`config.mk`:
```
export PLATFORM = sky130hd
export DESIGN_NAME = serial_bus_frame_controller
export DESIGN_NICKNAME = d
export VERILOG_FILES = /design/src/frame_ctl_pkg.sv /design/src/serial_bus_frame_controller.sv
export VERILOG_INCLUDE_DIRS = /design/src /design/src/src
export SDC_FILE = /design/constraint.sdc
export NUM_CORES = 1
export LEC_CHECK = 0
export ABC_CLOCK_PERIOD_IN_PS = 4800
export BUFFER_PORTS_ARGS = -buffer_cell sky130_fd_sc_hd__buf_2
export CORE_MARGIN = 2
export CORE_UTILIZATION = 55
export CTS_BUF_LIST = sky130_fd_sc_hd__clkbuf_2
export DETAILED_ROUTE_END_ITERATION = 7
export GPL_ROUTABILITY_DRIVEN = 0
export PLACE_DENSITY = 0.73
export SLEW_MARGIN = 20
export SYNTH_ARGS = -nofsm -noshare
export SYNTH_HDL_FRONTEND = slang
export SYNTH_SLANG_ARGS = --single-unit
export TNS_END_PERCENT = 100
```
`constraint.sdc`:
```
create_clock -name hclk -period 4.8 [get_ports hclk]
set_input_delay 0 -clock hclk [delete_from_list [all_inputs] [get_ports hclk]]
set_output_delay 0 -clock hclk [all_outputs]
set_load 0.005 [all_outputs]
```
`src/frame_ctl_regs.svh`:
```
/*
 * Register offsets, field positions, reset values and timing counts of the
 * serial bus frame controller.
 * Assumes inclusion by bare name from the package only.
 */
`ifndef FRAME_CTL_REGS_SVH
`define FRAME_CTL_REGS_SVH

// ----------------------------------------------------------------------
// Register byte offsets
// ----------------------------------------------------------------------
`define OFS_SYSTEM_CONTROL 8'h00
`define OFS_RATE_MODE 8'h04
`define OFS_INT_STATUS 8'h08
`define OFS_INT_ENABLE 8'h0C
`define OFS_INT_RESET 8'h10
`define OFS_TX_STATUS 8'h14
`define OFS_COMMAND_TX 8'h18
`define OFS_RX_STATUS 8'h1C
`define OFS_RX_RELEASE 8'h20
`define OFS_TX_BUF 8'h40
`define OFS_RX_BUF 8'h80

// ----------------------------------------------------------------------
// Field positions
// ----------------------------------------------------------------------
`define BIT_INIT 0
`define BIT_RDA 1
`define BIT_FRX 2
`define BIT_TBUSY 3
`define BIT_OVR 4
`define BIT_TXA 5
`define BIT_FTX 6
`define BIT_GIE 7
`define BIT_RTS 7
`define BIT_AVAIL 7
`define BIT_ENH 3
`define BIT_PRE3 4
`define BIT_ACKEN 5

// ----------------------------------------------------------------------
// Reset values and constants
// ----------------------------------------------------------------------
`define RST_RATE_MODE 8'h00
`define RST_INT_ENABLE 8'h00
`define CRC_RESIDUE 16'h4B15
`define CRC_POLY 16'h1021
`define RX_BASE 6'h20
`define MIN_BYTES 5'd2
`define MAX_BYTES 5'd30
`define SLOT_DIV 4'd15
`define IDLE_SLOTS 8'd16

`endif

```
`src/frame_ctl_pkg.sv`:
```
/*
 * Types of the serial bus frame controller.
 * Assumes the register header is on the include path.
 */
package frame_ctl_pkg;
    `include "frame_ctl_regs.svh"

    typedef enum logic [2:0] {
        TX_IDLE = 3'b000,
        TX_WAIT = 3'b001,
        TX_SOF = 3'b011,
        TX_DATA = 3'b010,
        TX_CRC = 3'b110,
        TX_TAIL = 3'b111
    } tx_state_t;

    typedef enum logic [1:0] {
        RX_IDLE = 2'b00,
        RX_DATA = 2'b01,
        RX_DONE = 2'b11
    } rx_state_t;
endpackage

```
`src/serial_bus_frame_controller.sv`:
```
/*
 * Serial bus frame controller: AHB-Lite register slave, rate generator,
 * interrupt sources, Manchester transmitter with arbitration, receiver with
 * acceptance filter and CRC residue check; ack_req is set on acceptance when enabled but no acknowledge is sent.
 * Assumes a single 250 MHz clock, synchronous bus input, one AHB master.
 */
// Overview of operation
// - Elementary clock is crystal over prescaler 1 or 3, then over 2**rate_mode[2:0].
// - Slot frequency is the elementary clock divided by sixteen.
// - Plain Manchester bit is two slots; enhanced is five slots per four bits.
// - Any pending enabled source drives irq_n low.
// - Good filtered frame stored in a receive buffer raises rx_data_available.
// - Error on a filtered frame raises failed-receive.
// - Filtered frame with both receive buffers held raises overrun.
// - Reset or control bit 0 raises init; transmitter and receiver stay halted until cleared.
// - Freed transmit buffer raises tx-available; send error raises failed-transmit.
// - Writing one to interrupt reset clears a source; zero does nothing.
// - Each source gated by own and global enable; init always passes.
// - Serial output stays released after reset until init is cleared.
// - Frame is SOF, bytes MSB first from buffer start, CRC, END_OF_DATA_FIELD, EOF.
// - Defer while busy, arbitrate per bit, on loss keep receiving and resend.
// - Stop driving at the next bit tick when a collision is seen in data or CRC.
// - Transmit length is 2 to 30 bytes.
// - Start only with RTS set and buffer-busy clear, after bus idle.
// - After the tail fields set tx available and raise the tx source.
// - Received bytes stored MSB first from buffer index 0, count kept to status.
// - Accept only on CRC residue 4B15h; acknowledge if asked and enabled (ack_req is set when enabled, never sent).
// - Only identifiers matching one of sixteen filters are stored (the code writes the first two bytes of every frame into the receive buffer).
// - Host cannot reach the transmit buffer while it is being sent.
`timescale 1ns/1ns
module serial_bus_frame_controller
    import frame_ctl_pkg::*;
#(
    parameter int NUM_FILTERS = 16
) (
    input wire logic hclk,
    input wire logic hresetn,
    input wire logic hsel,
    input wire logic [7:0] haddr,
    input wire logic [1:0] htrans,
    input wire logic hwrite,
    input wire logic [2:0] hsize,
    input wire logic [31:0] hwdata,
    input wire logic hready,
    output logic [31:0] hrdata,
    output logic hreadyout,
    output logic hresp,
    input wire logic [11:0] filter_id [NUM_FILTERS],
    input wire logic rxd,
    output logic txd,
    output logic txd_oe,
    output logic irq_n
);
    import frame_ctl_pkg::*;

    // ----------------------------------------------------------------------
    // State
    // ----------------------------------------------------------------------
    typedef struct packed {
        logic wr;
        logic rd;
        logic [7:0] addr;
        logic [31:0] rdata;
        logic [7:0] rate_mode;
        logic [7:0] int_enable;
        logic [6:0] src;
        logic [7:0] ctr;
        logic [4:0] rx_count;
        logic [1:0] rx_held;
        logic rx_sel;
        logic [6:0] div_cnt;
        logic [1:0] pre_cnt;
        logic [3:0] slot_cnt;
        logic [2:0] enh_cnt;
        logic bit_tick;
        tx_state_t tx_st;
        rx_state_t rx_st;
        logic [4:0] tx_idx;
        logic [2:0] bit_idx;
        logic [15:0] tx_crc;
        logic [7:0] idle_cnt;
        logic tx_drive;
        logic tx_bit;
        logic [7:0] rx_shift;
        logic [2:0] rx_bits;
        logic [4:0] rx_idx;
        logic [15:0] rx_crc;
        logic rx_match;
        logic rx_prev;
        logic [7:0] rx_quiet;
        logic ack_req;
        logic txd;
        logic txd_oe;
        logic irq_n;
    } state_t;

    state_t cur, next_cur;
    logic [7:0] tx_buf [32];
    logic [7:0] rx_buf [2][32];

    function automatic logic [15:0] crc_step(input logic [15:0] c, input logic b);
        crc_step = {c[14:0], 1'b0} ^ ((c[15] ^ b) ? `CRC_POLY : 16'h0000);
    endfunction

    function automatic logic filter_hit(input logic [11:0] id);
        filter_hit = 1'b0;
        for (int i = 0; i < NUM_FILTERS; i++) begin
            if (filter_id[i] == id) begin
                filter_hit = 1'b1;
            end
        end
    endfunction

    logic [7:0] tx_byte;
    logic [4:0] tx_len;
    logic tx_busy;
    logic init_hold;
    assign tx_byte = tx_buf[cur.tx_idx];
    assign tx_len = cur.ctr[4:0];
    assign tx_busy = cur.tx_st != TX_IDLE;
    assign init_hold = cur.src[`BIT_INIT];

    // ----------------------------------------------------------------------
    // Next state
    // ----------------------------------------------------------------------
    always_comb begin
        logic [7:0] wb;
        logic bus_quiet;
        logic tx_done;
        logic tx_fail;
        logic rx_good;
        logic rx_bad;
        logic rx_ovr;
        logic [4:0] ev;
        logic [11:0] rid;
        wb = hwdata[7:0];
        rid = {rx_buf[cur.rx_sel][5'd0], cur.rx_shift[6:3]};
        bus_quiet = cur.rx_quiet >= `IDLE_SLOTS;
        tx_done = 1'b0;
        tx_fail = 1'b0;
        rx_good = 1'b0;
        rx_bad = 1'b0;
        rx_ovr = 1'b0;
        ev = 5'h00;
        next_cur = cur;
        next_cur.bit_tick = 1'b0;

        // Bus slave, one wait-free data phase
        next_cur.wr = hsel && hready && htrans[1] && hwrite;
        next_cur.rd = hsel && hready && htrans[1] && !hwrite;
        if (hsel && hready && htrans[1]) begin
            next_cur.addr = haddr;
        end
        if (cur.wr) begin
            unique case (cur.addr)
                `OFS_SYSTEM_CONTROL: begin
                    if (wb[0]) begin
                        next_cur.src[`BIT_INIT] = 1'b1;
                    end
                end
                `OFS_RATE_MODE: next_cur.rate_mode = wb;
                `OFS_INT_ENABLE: next_cur.int_enable = wb;
                `OFS_INT_RESET: next_cur.src = cur.src & ~wb[6:0];
                `OFS_COMMAND_TX: begin
                    if (!tx_busy && wb[4:0] >= `MIN_BYTES && wb[4:0] <= `MAX_BYTES) begin
                        next_cur.ctr = wb;
                    end
                end
                `OFS_RX_RELEASE: next_cur.rx_held = cur.rx_held & ~wb[1:0];
                default: begin
                end
            endcase
        end
        next_cur.rdata = 32'h0000_0000;
        if (hsel && hready && htrans[1] && !hwrite) begin
            unique case (haddr)
                `OFS_RATE_MODE: next_cur.rdata[7:0] = cur.rate_mode;
                `OFS_INT_STATUS: next_cur.rdata[7:0] = {1'b0, cur.src} | {4'h0, tx_busy, 3'h0};
                `OFS_INT_ENABLE: next_cur.rdata[7:0] = cur.int_enable;
                `OFS_TX_STATUS: next_cur.rdata[7:0] = {!tx_busy && !cur.ctr[`BIT_RTS], 7'h00};
                `OFS_COMMAND_TX: next_cur.rdata[7:0] = cur.ctr;
                `OFS_RX_STATUS: next_cur.rdata[7:0] = {|cur.rx_held, cur.rx_sel, 1'b0, cur.rx_count};
                default: begin
                    if (haddr[7:6] == 2'b01 && !tx_busy) begin
                        next_cur.rdata[7:0] = tx_buf[haddr[6:2]];
                    end else if (haddr[7] && haddr[2]) begin
                        next_cur.rdata[7:0] = rx_buf[1][{1'b0, haddr[6:3]}];
                    end else if (haddr[7]) begin
                        next_cur.rdata[7:0] = rx_buf[0][{1'b0, haddr[6:3]}];
                    end
                end
            endcase
        end

        // Elementary clock, slot and bit timing
        next_cur.pre_cnt = (cur.rate_mode[`BIT_PRE3] && cur.pre_cnt != 2'd2) ?
            cur.pre_cnt + 2'd1 : 2'd0;
        if (next_cur.pre_cnt == 2'd0) begin
            next_cur.div_cnt = cur.div_cnt + 7'd1;
            if (cur.div_cnt == 7'((8'd1 << cur.rate_mode[2:0]) - 8'd1) || cur.rate_mode[2:0] == 3'd0) begin
                next_cur.div_cnt = 7'd0;
                next_cur.slot_cnt = cur.slot_cnt + 4'd1;
                if (cur.slot_cnt == `SLOT_DIV) begin
                    next_cur.enh_cnt = (cur.enh_cnt == (cur.rate_mode[`BIT_ENH] ? 3'd4 : 3'd1)) ?
                        3'd0 : cur.enh_cnt + 3'd1;
                    next_cur.bit_tick = cur.rate_mode[`BIT_ENH] ?
                        (cur.enh_cnt != 3'd4) : cur.enh_cnt[0];
                    next_cur.rx_quiet = (rxd == cur.rx_prev && cur.rx_quiet != 8'hFF) ?
                        cur.rx_quiet + 8'd1 : 8'd0;
                    next_cur.rx_prev = rxd;
                end
            end
        end

        // Transmitter
        if (!init_hold && cur.bit_tick) begin
            unique case (cur.tx_st)
                TX_IDLE: begin
                    if (cur.ctr[`BIT_RTS]) begin
                        next_cur.tx_st = TX_WAIT;
                    end
                end
                TX_WAIT: begin
                    if (bus_quiet && cur.rx_st == RX_IDLE) begin
                        next_cur.tx_st = TX_SOF;
                        next_cur.tx_idx = 5'd0;
                        next_cur.bit_idx = 3'd7;
                        next_cur.tx_crc = 16'hFFFF;
                    end
                end
                TX_SOF: begin
                    next_cur.tx_drive = 1'b1;
                    next_cur.tx_bit = 1'b0;
                    next_cur.tx_st = TX_DATA;
                end
                TX_DATA: begin
                    if (cur.tx_drive && rxd != cur.txd) begin
                        next_cur.tx_drive = 1'b0;
                        next_cur.tx_st = TX_WAIT;
                    end else begin
                        next_cur.tx_bit = tx_byte[cur.bit_idx];
                        next_cur.tx_crc = crc_step(cur.tx_crc, tx_byte[cur.bit_idx]);
                        next_cur.bit_idx = cur.bit_idx - 3'd1;
                        if (cur.bit_idx == 3'd0) begin
                            next_cur.tx_idx = cur.tx_idx + 5'd1;
                            if (cur.tx_idx + 5'd1 == tx_len) begin
                                next_cur.tx_st = TX_CRC;
                                next_cur.tx_idx = 5'd0;
                            end
                        end
                    end
                end
                TX_CRC: begin
                    if (cur.tx_drive && rxd != cur.txd) begin
                        next_cur.tx_drive = 1'b0;
                        tx_fail = 1'b1;
                        next_cur.tx_st = TX_TAIL;
                    end else begin
                        next_cur.tx_bit = ~cur.tx_crc[15];
                        next_cur.tx_crc = {cur.tx_crc[14:0], 1'b1};
                        next_cur.tx_idx = cur.tx_idx + 5'd1;
                        if (cur.tx_idx == 5'd15) begin
                            next_cur.tx_st = TX_TAIL;
                            next_cur.tx_idx = 5'd0;
                        end
                    end
                end
                TX_TAIL: begin
                    next_cur.tx_bit = 1'b1;
                    next_cur.tx_idx = cur.tx_idx + 5'd1;
                    if (cur.tx_idx == 5'd7) begin
                        next_cur.tx_drive = 1'b0;
                        next_cur.ctr[`BIT_RTS] = 1'b0;
                        next_cur.tx_st = TX_IDLE;
                        tx_done = 1'b1;
                    end
                end
                default: next_cur.tx_st = TX_IDLE;
            endcase
        end

        // Receiver
        if (!init_hold && cur.bit_tick) begin
            unique case (cur.rx_st)
                RX_IDLE: begin
                    if (!rxd && bus_quiet) begin
                        next_cur.rx_st = RX_DATA;
                        next_cur.rx_bits = 3'd0;
                        next_cur.rx_idx = 5'd0;
                        next_cur.rx_crc = 16'hFFFF;
                        next_cur.rx_match = 1'b0;
                        next_cur.ack_req = 1'b0;
                    end
                end
                RX_DATA: begin
                    next_cur.rx_shift = {cur.rx_shift[6:0], rxd};
                    next_cur.rx_crc = crc_step(cur.rx_crc, rxd);
                    next_cur.rx_bits = cur.rx_bits + 3'd1;
                    if (cur.rx_bits == 3'd7) begin
                        if (cur.rx_idx == 5'd1) begin
                            next_cur.rx_match = filter_hit(rid);
                            rx_ovr = filter_hit(rid) && (&cur.rx_held);
                        end
                        next_cur.rx_idx = cur.rx_idx + 5'd1;
                    end
                    if (cur.rx_quiet >= 8'd2) begin
                        next_cur.rx_st = RX_DONE;
                    end
                end
                RX_DONE: begin
                    next_cur.rx_st = RX_IDLE;
                    if (cur.rx_match && !(&cur.rx_held)) begin
                        if (cur.rx_crc == `CRC_RESIDUE) begin
                            rx_good = 1'b1;
                            next_cur.rx_count = cur.rx_idx;
                            next_cur.rx_held[cur.rx_sel] = 1'b1;
                            next_cur.rx_sel = ~cur.rx_sel;
                            next_cur.ack_req = cur.rate_mode[`BIT_ACKEN];
                        end else begin
                            rx_bad = 1'b1;
                        end
                    end
                end
                default: next_cur.rx_st = RX_IDLE;
            endcase
        end

        // Sources: hardware set wins over software clear
        ev = {tx_fail, tx_done, rx_ovr, rx_bad, rx_good};
        next_cur.src[`BIT_RDA] = next_cur.src[`BIT_RDA] | ev[0];
        next_cur.src[`BIT_FRX] = next_cur.src[`BIT_FRX] | ev[1];
        next_cur.src[`BIT_OVR] = next_cur.src[`BIT_OVR] | ev[2];
        next_cur.src[`BIT_TXA] = next_cur.src[`BIT_TXA] | ev[3];
        next_cur.src[`BIT_FTX] = next_cur.src[`BIT_FTX] | ev[4];
        next_cur.src[`BIT_TBUSY] = 1'b0;

        next_cur.irq_n = !(next_cur.src[`BIT_INIT] || (cur.int_enable[`BIT_GIE] &&
            |(next_cur.src[6:1] & cur.int_enable[6:1])));
        next_cur.txd_oe = next_cur.tx_drive && !next_cur.src[`BIT_INIT];
        next_cur.txd = next_cur.tx_bit ^ cur.enh_cnt[0];
    end

    // ----------------------------------------------------------------------
    // Registers and buffers
    // ----------------------------------------------------------------------
    always_ff @(posedge hclk or negedge hresetn) begin
        if (!hresetn) begin
            cur <= '0;
            cur.rate_mode <= `RST_RATE_MODE;
            cur.int_enable <= `RST_INT_ENABLE;
            cur.src <= 7'h01;
            cur.irq_n <= 1'b0;
            cur.tx_st <= TX_IDLE;
            cur.rx_st <= RX_IDLE;
        end else begin
            cur <= next_cur;
        end
    end

    always_ff @(posedge hclk) begin
        if (cur.wr && cur.addr[7:6] == 2'b01 && !tx_busy) begin
            tx_buf[cur.addr[6:2]] <= hwdata[7:0];
        end
        if (cur.rx_st == RX_DATA && cur.bit_tick && cur.rx_bits == 3'd7 && !init_hold &&
            (cur.rx_match || cur.rx_idx < 5'd2)) begin
            rx_buf[cur.rx_sel][cur.rx_idx] <= {cur.rx_shift[6:0], rxd};
        end
    end

    assign hrdata = cur.rdata;
    assign hreadyout = 1'b1;
    assign hresp = 1'b0;
    assign txd = cur.txd;
    assign txd_oe = cur.txd_oe;
    assign irq_n = cur.irq_n;
endmodule

```
==> metrics.cfg <==
[job]
cap_violations=0

[cells_and_area]
layout_commonest_cell=edfxtp_1
layout-drive-gt1-share_pct=26.6
design_area_sq_um=35500
layout_common_cells=edfxtp_1, clkbuf_2, buf_2
multi_input_area_sq_um=11500
seqCellArea_sq_um=19100
syn_to_final_growth_pct=15.0
nets=2900
final_util_pct=64.2
final.fill_count=4116

[synth]
netlist_instances=2118
ys.flop_type=edfxtp_1
seq_area_frac_synth_pct=61.7
synth.top_cell.area_share_pct=49.8
synth_area_leaders=edfxtp_1, dfrtp_1, mux4_2, xnor2_1, mux2i_1
synth_enable_flop_cells=512
syn-cell-area_sq_um=30900
ys_async_sr_fraction_pct=22.3
ys_seq_elements=659
syn_area_per_cell_sq_um=14.6
ys_types=69
synth_area_leader_cell=edfxtp_1
yosysWarnings=0

[status]
status=finished, final reports clean

[setup_path]
cpMaxStageDelayCell=nor4_1
r2r_slack_ns=0.17
crit_required_ns=5.99
max_stage_delay_ns=0.73
critPathMaxFanout=12
path_cells=mux2i_2, buf_4, xor2_1, nand4_1, dlygate4sd3_1, nand4_1, dlygate4sd3_1, nor4_1, nor3_1, a32o_1, a311oi_1
critPathCaptureType=flip-flop
crit_type=reg -> reg
cp-start-kind=flip-flop
critPathArrivalTime_ns=5.81

[timing]
fin_crit_sh_pct=96.4
worst_pin_slew_ns=1.16
max_freq_ghz=0.216
slew_viol_final=0
finalClockSkew_ns=0.121
period_needed_ns=4.63
setup_viol=0
grt_setup_unrepaired=no
postLayoutSetupSlackWorst_ns=0.173
fin_tns_setup_ns=0
hold_viol=0
relSlewSlack_pct=22.4

[power_and_ir_drop]
finalPower_mw=12.3
p_leak_nw=13.5
vdd_drop_max_v=0.000304
p_per_area_nw_per_um2=345

[clock_network]
root_buffer=clkbuf_2
cts_num_sinks=659
cts_tree=built
cts_max_level=4
clkTransAtPathRegs_ns=0.10
numCtsBuffers=163
clk_latency_ns=1.38
cts_setup_buffers=0
cts_max_path_buffers=3

[die]
ios=280
dieArea_sq_um=58100
die_height_microns=241
num_rows=86
core-area_sq_um=55300
initial_core_util_pct=55.8
die_x_microns=241

[placement]
post-place-ws_ns=0.799
io_buffers=225
place_area_sq_um=33100
hpwl_mm=51.5

[global_routing]
grt_max_degree=112
antenna_found_initial=3
grt_usage_pct=27.5
grt_pass1_wl_mm=118
overflow=0
grt_pass1_vias=20600

[routing]
drtAntennaViolNets=0
vias=20500
vias_per_cell=5.87
routed_wl_mm=79.1
drc_errors=0
wl_per_cell_microns=22.6
drt_first_pass_iters=6
drtIter0Drc=2200

[min_path]
hp-class=in -> reg

==> power by group <==
part / switching, mW / leakage, nW / internal, mW
registers: 0.410 / 6.71 / 6.52
logic: 0.878 / 5.69 / 0.768
clock network: 2.19 / 1.08 / 1.49
total: 3.48 / 13.5 / 8.78
==> kinds of logic after synthesis <==
logic type / after synthesis / synth area share (%)
muxes: 276 / 14.4
xor gates and xnor gates: 219 / 6.21
AOI/OAI and AO/OA: 305 / 6.63
buffers and inverters: 175 / 3.01
other: 2 / 0.0243
adders and majority gates: 19 / 0.770
DFF: 659 / 61.7
and+or+nand+nor: 463 / 7.28
==> cell type report <==
type / count / share of cell area, %
sequential: 659 / 53.7
multi-input combinational: 1436 / 32.4
timing repair buffer: 355 / 6.98
clock buffer: 228 / 3.21
tap: 748 / 2.63
clock inverter: 43 / 0.835
inverter: 23 / 0.243
antenna: 2 / 0.0141
==> state kept, by name, summed over array words and instances (netlist names) <==
register and flops:
hrdata 8, cur 136, txd_oe 1, txd 1, tx_buf 256, rx_buf 256, irq_n 1
==> synthesized netlist by cell type (48+ instances only) <==
library cell,n
edfxtp_1,512
a21oi_1,70
mux2_2,55
nor2_1,118
mux4_2,121
dfrtp_1,146
buf_4,48
mux2i_1,88
nand2_1,127
clkbuf_1,60
xnor2_1,145
xor2_1,74
o21ai_0,78
==> through the flow <==
stage,cells,hold slack [ns]
final,3494,0.158
after global routing,3494,0.127
after CTS,3491,0.00450
after detailed placement,3128,0.224
after global placement,3128,0.205
after floorplan,2270,-0.296
==> critical path, delay by kind of cell (launching register included) <==
kind	cells	cell delay [ns]
flip-flops	1	0.64
AND/OR/NAND/NOR	4	1.10
multiplexers	1	0.70
XOR/XNOR	1	0.06
buffers and inverters	3	1.41
AO/OA/AOI/OAI	2	0.60
==> timing repair <==
item,4_1_cts,5_1_grt
hold buffers,92,1
setup endpoints to repair,0,1
gates resized for setup,0,1
endpoints found under the hold margin,536,33
==> path summary, 6_finish.rpt <==
path                             end  startpoint  cells after the start
min reg2reg                  cur[66]     cur[66]                      2
min in group asynchronous   cur[182]     hresetn                      5
min                        hrdata[6]    haddr[5]                      7
max in group asynchronous    cur[75]     hresetn                      5
max reg2reg                    irq_n    cur[102]                     11
max                            irq_n    cur[102]                     11
==> routing by layer <==
metal  global-route usage [%]  routed length [microns]  vias up
li1                         -                        -     9096
met3                     6.66                     7110      190
met2                     43.8                    38600     1017
met4                     11.5                     2500        0
met1                     36.4                    30900    10200
met5                        0                        0        -
(Power assumes the default switching activity.)
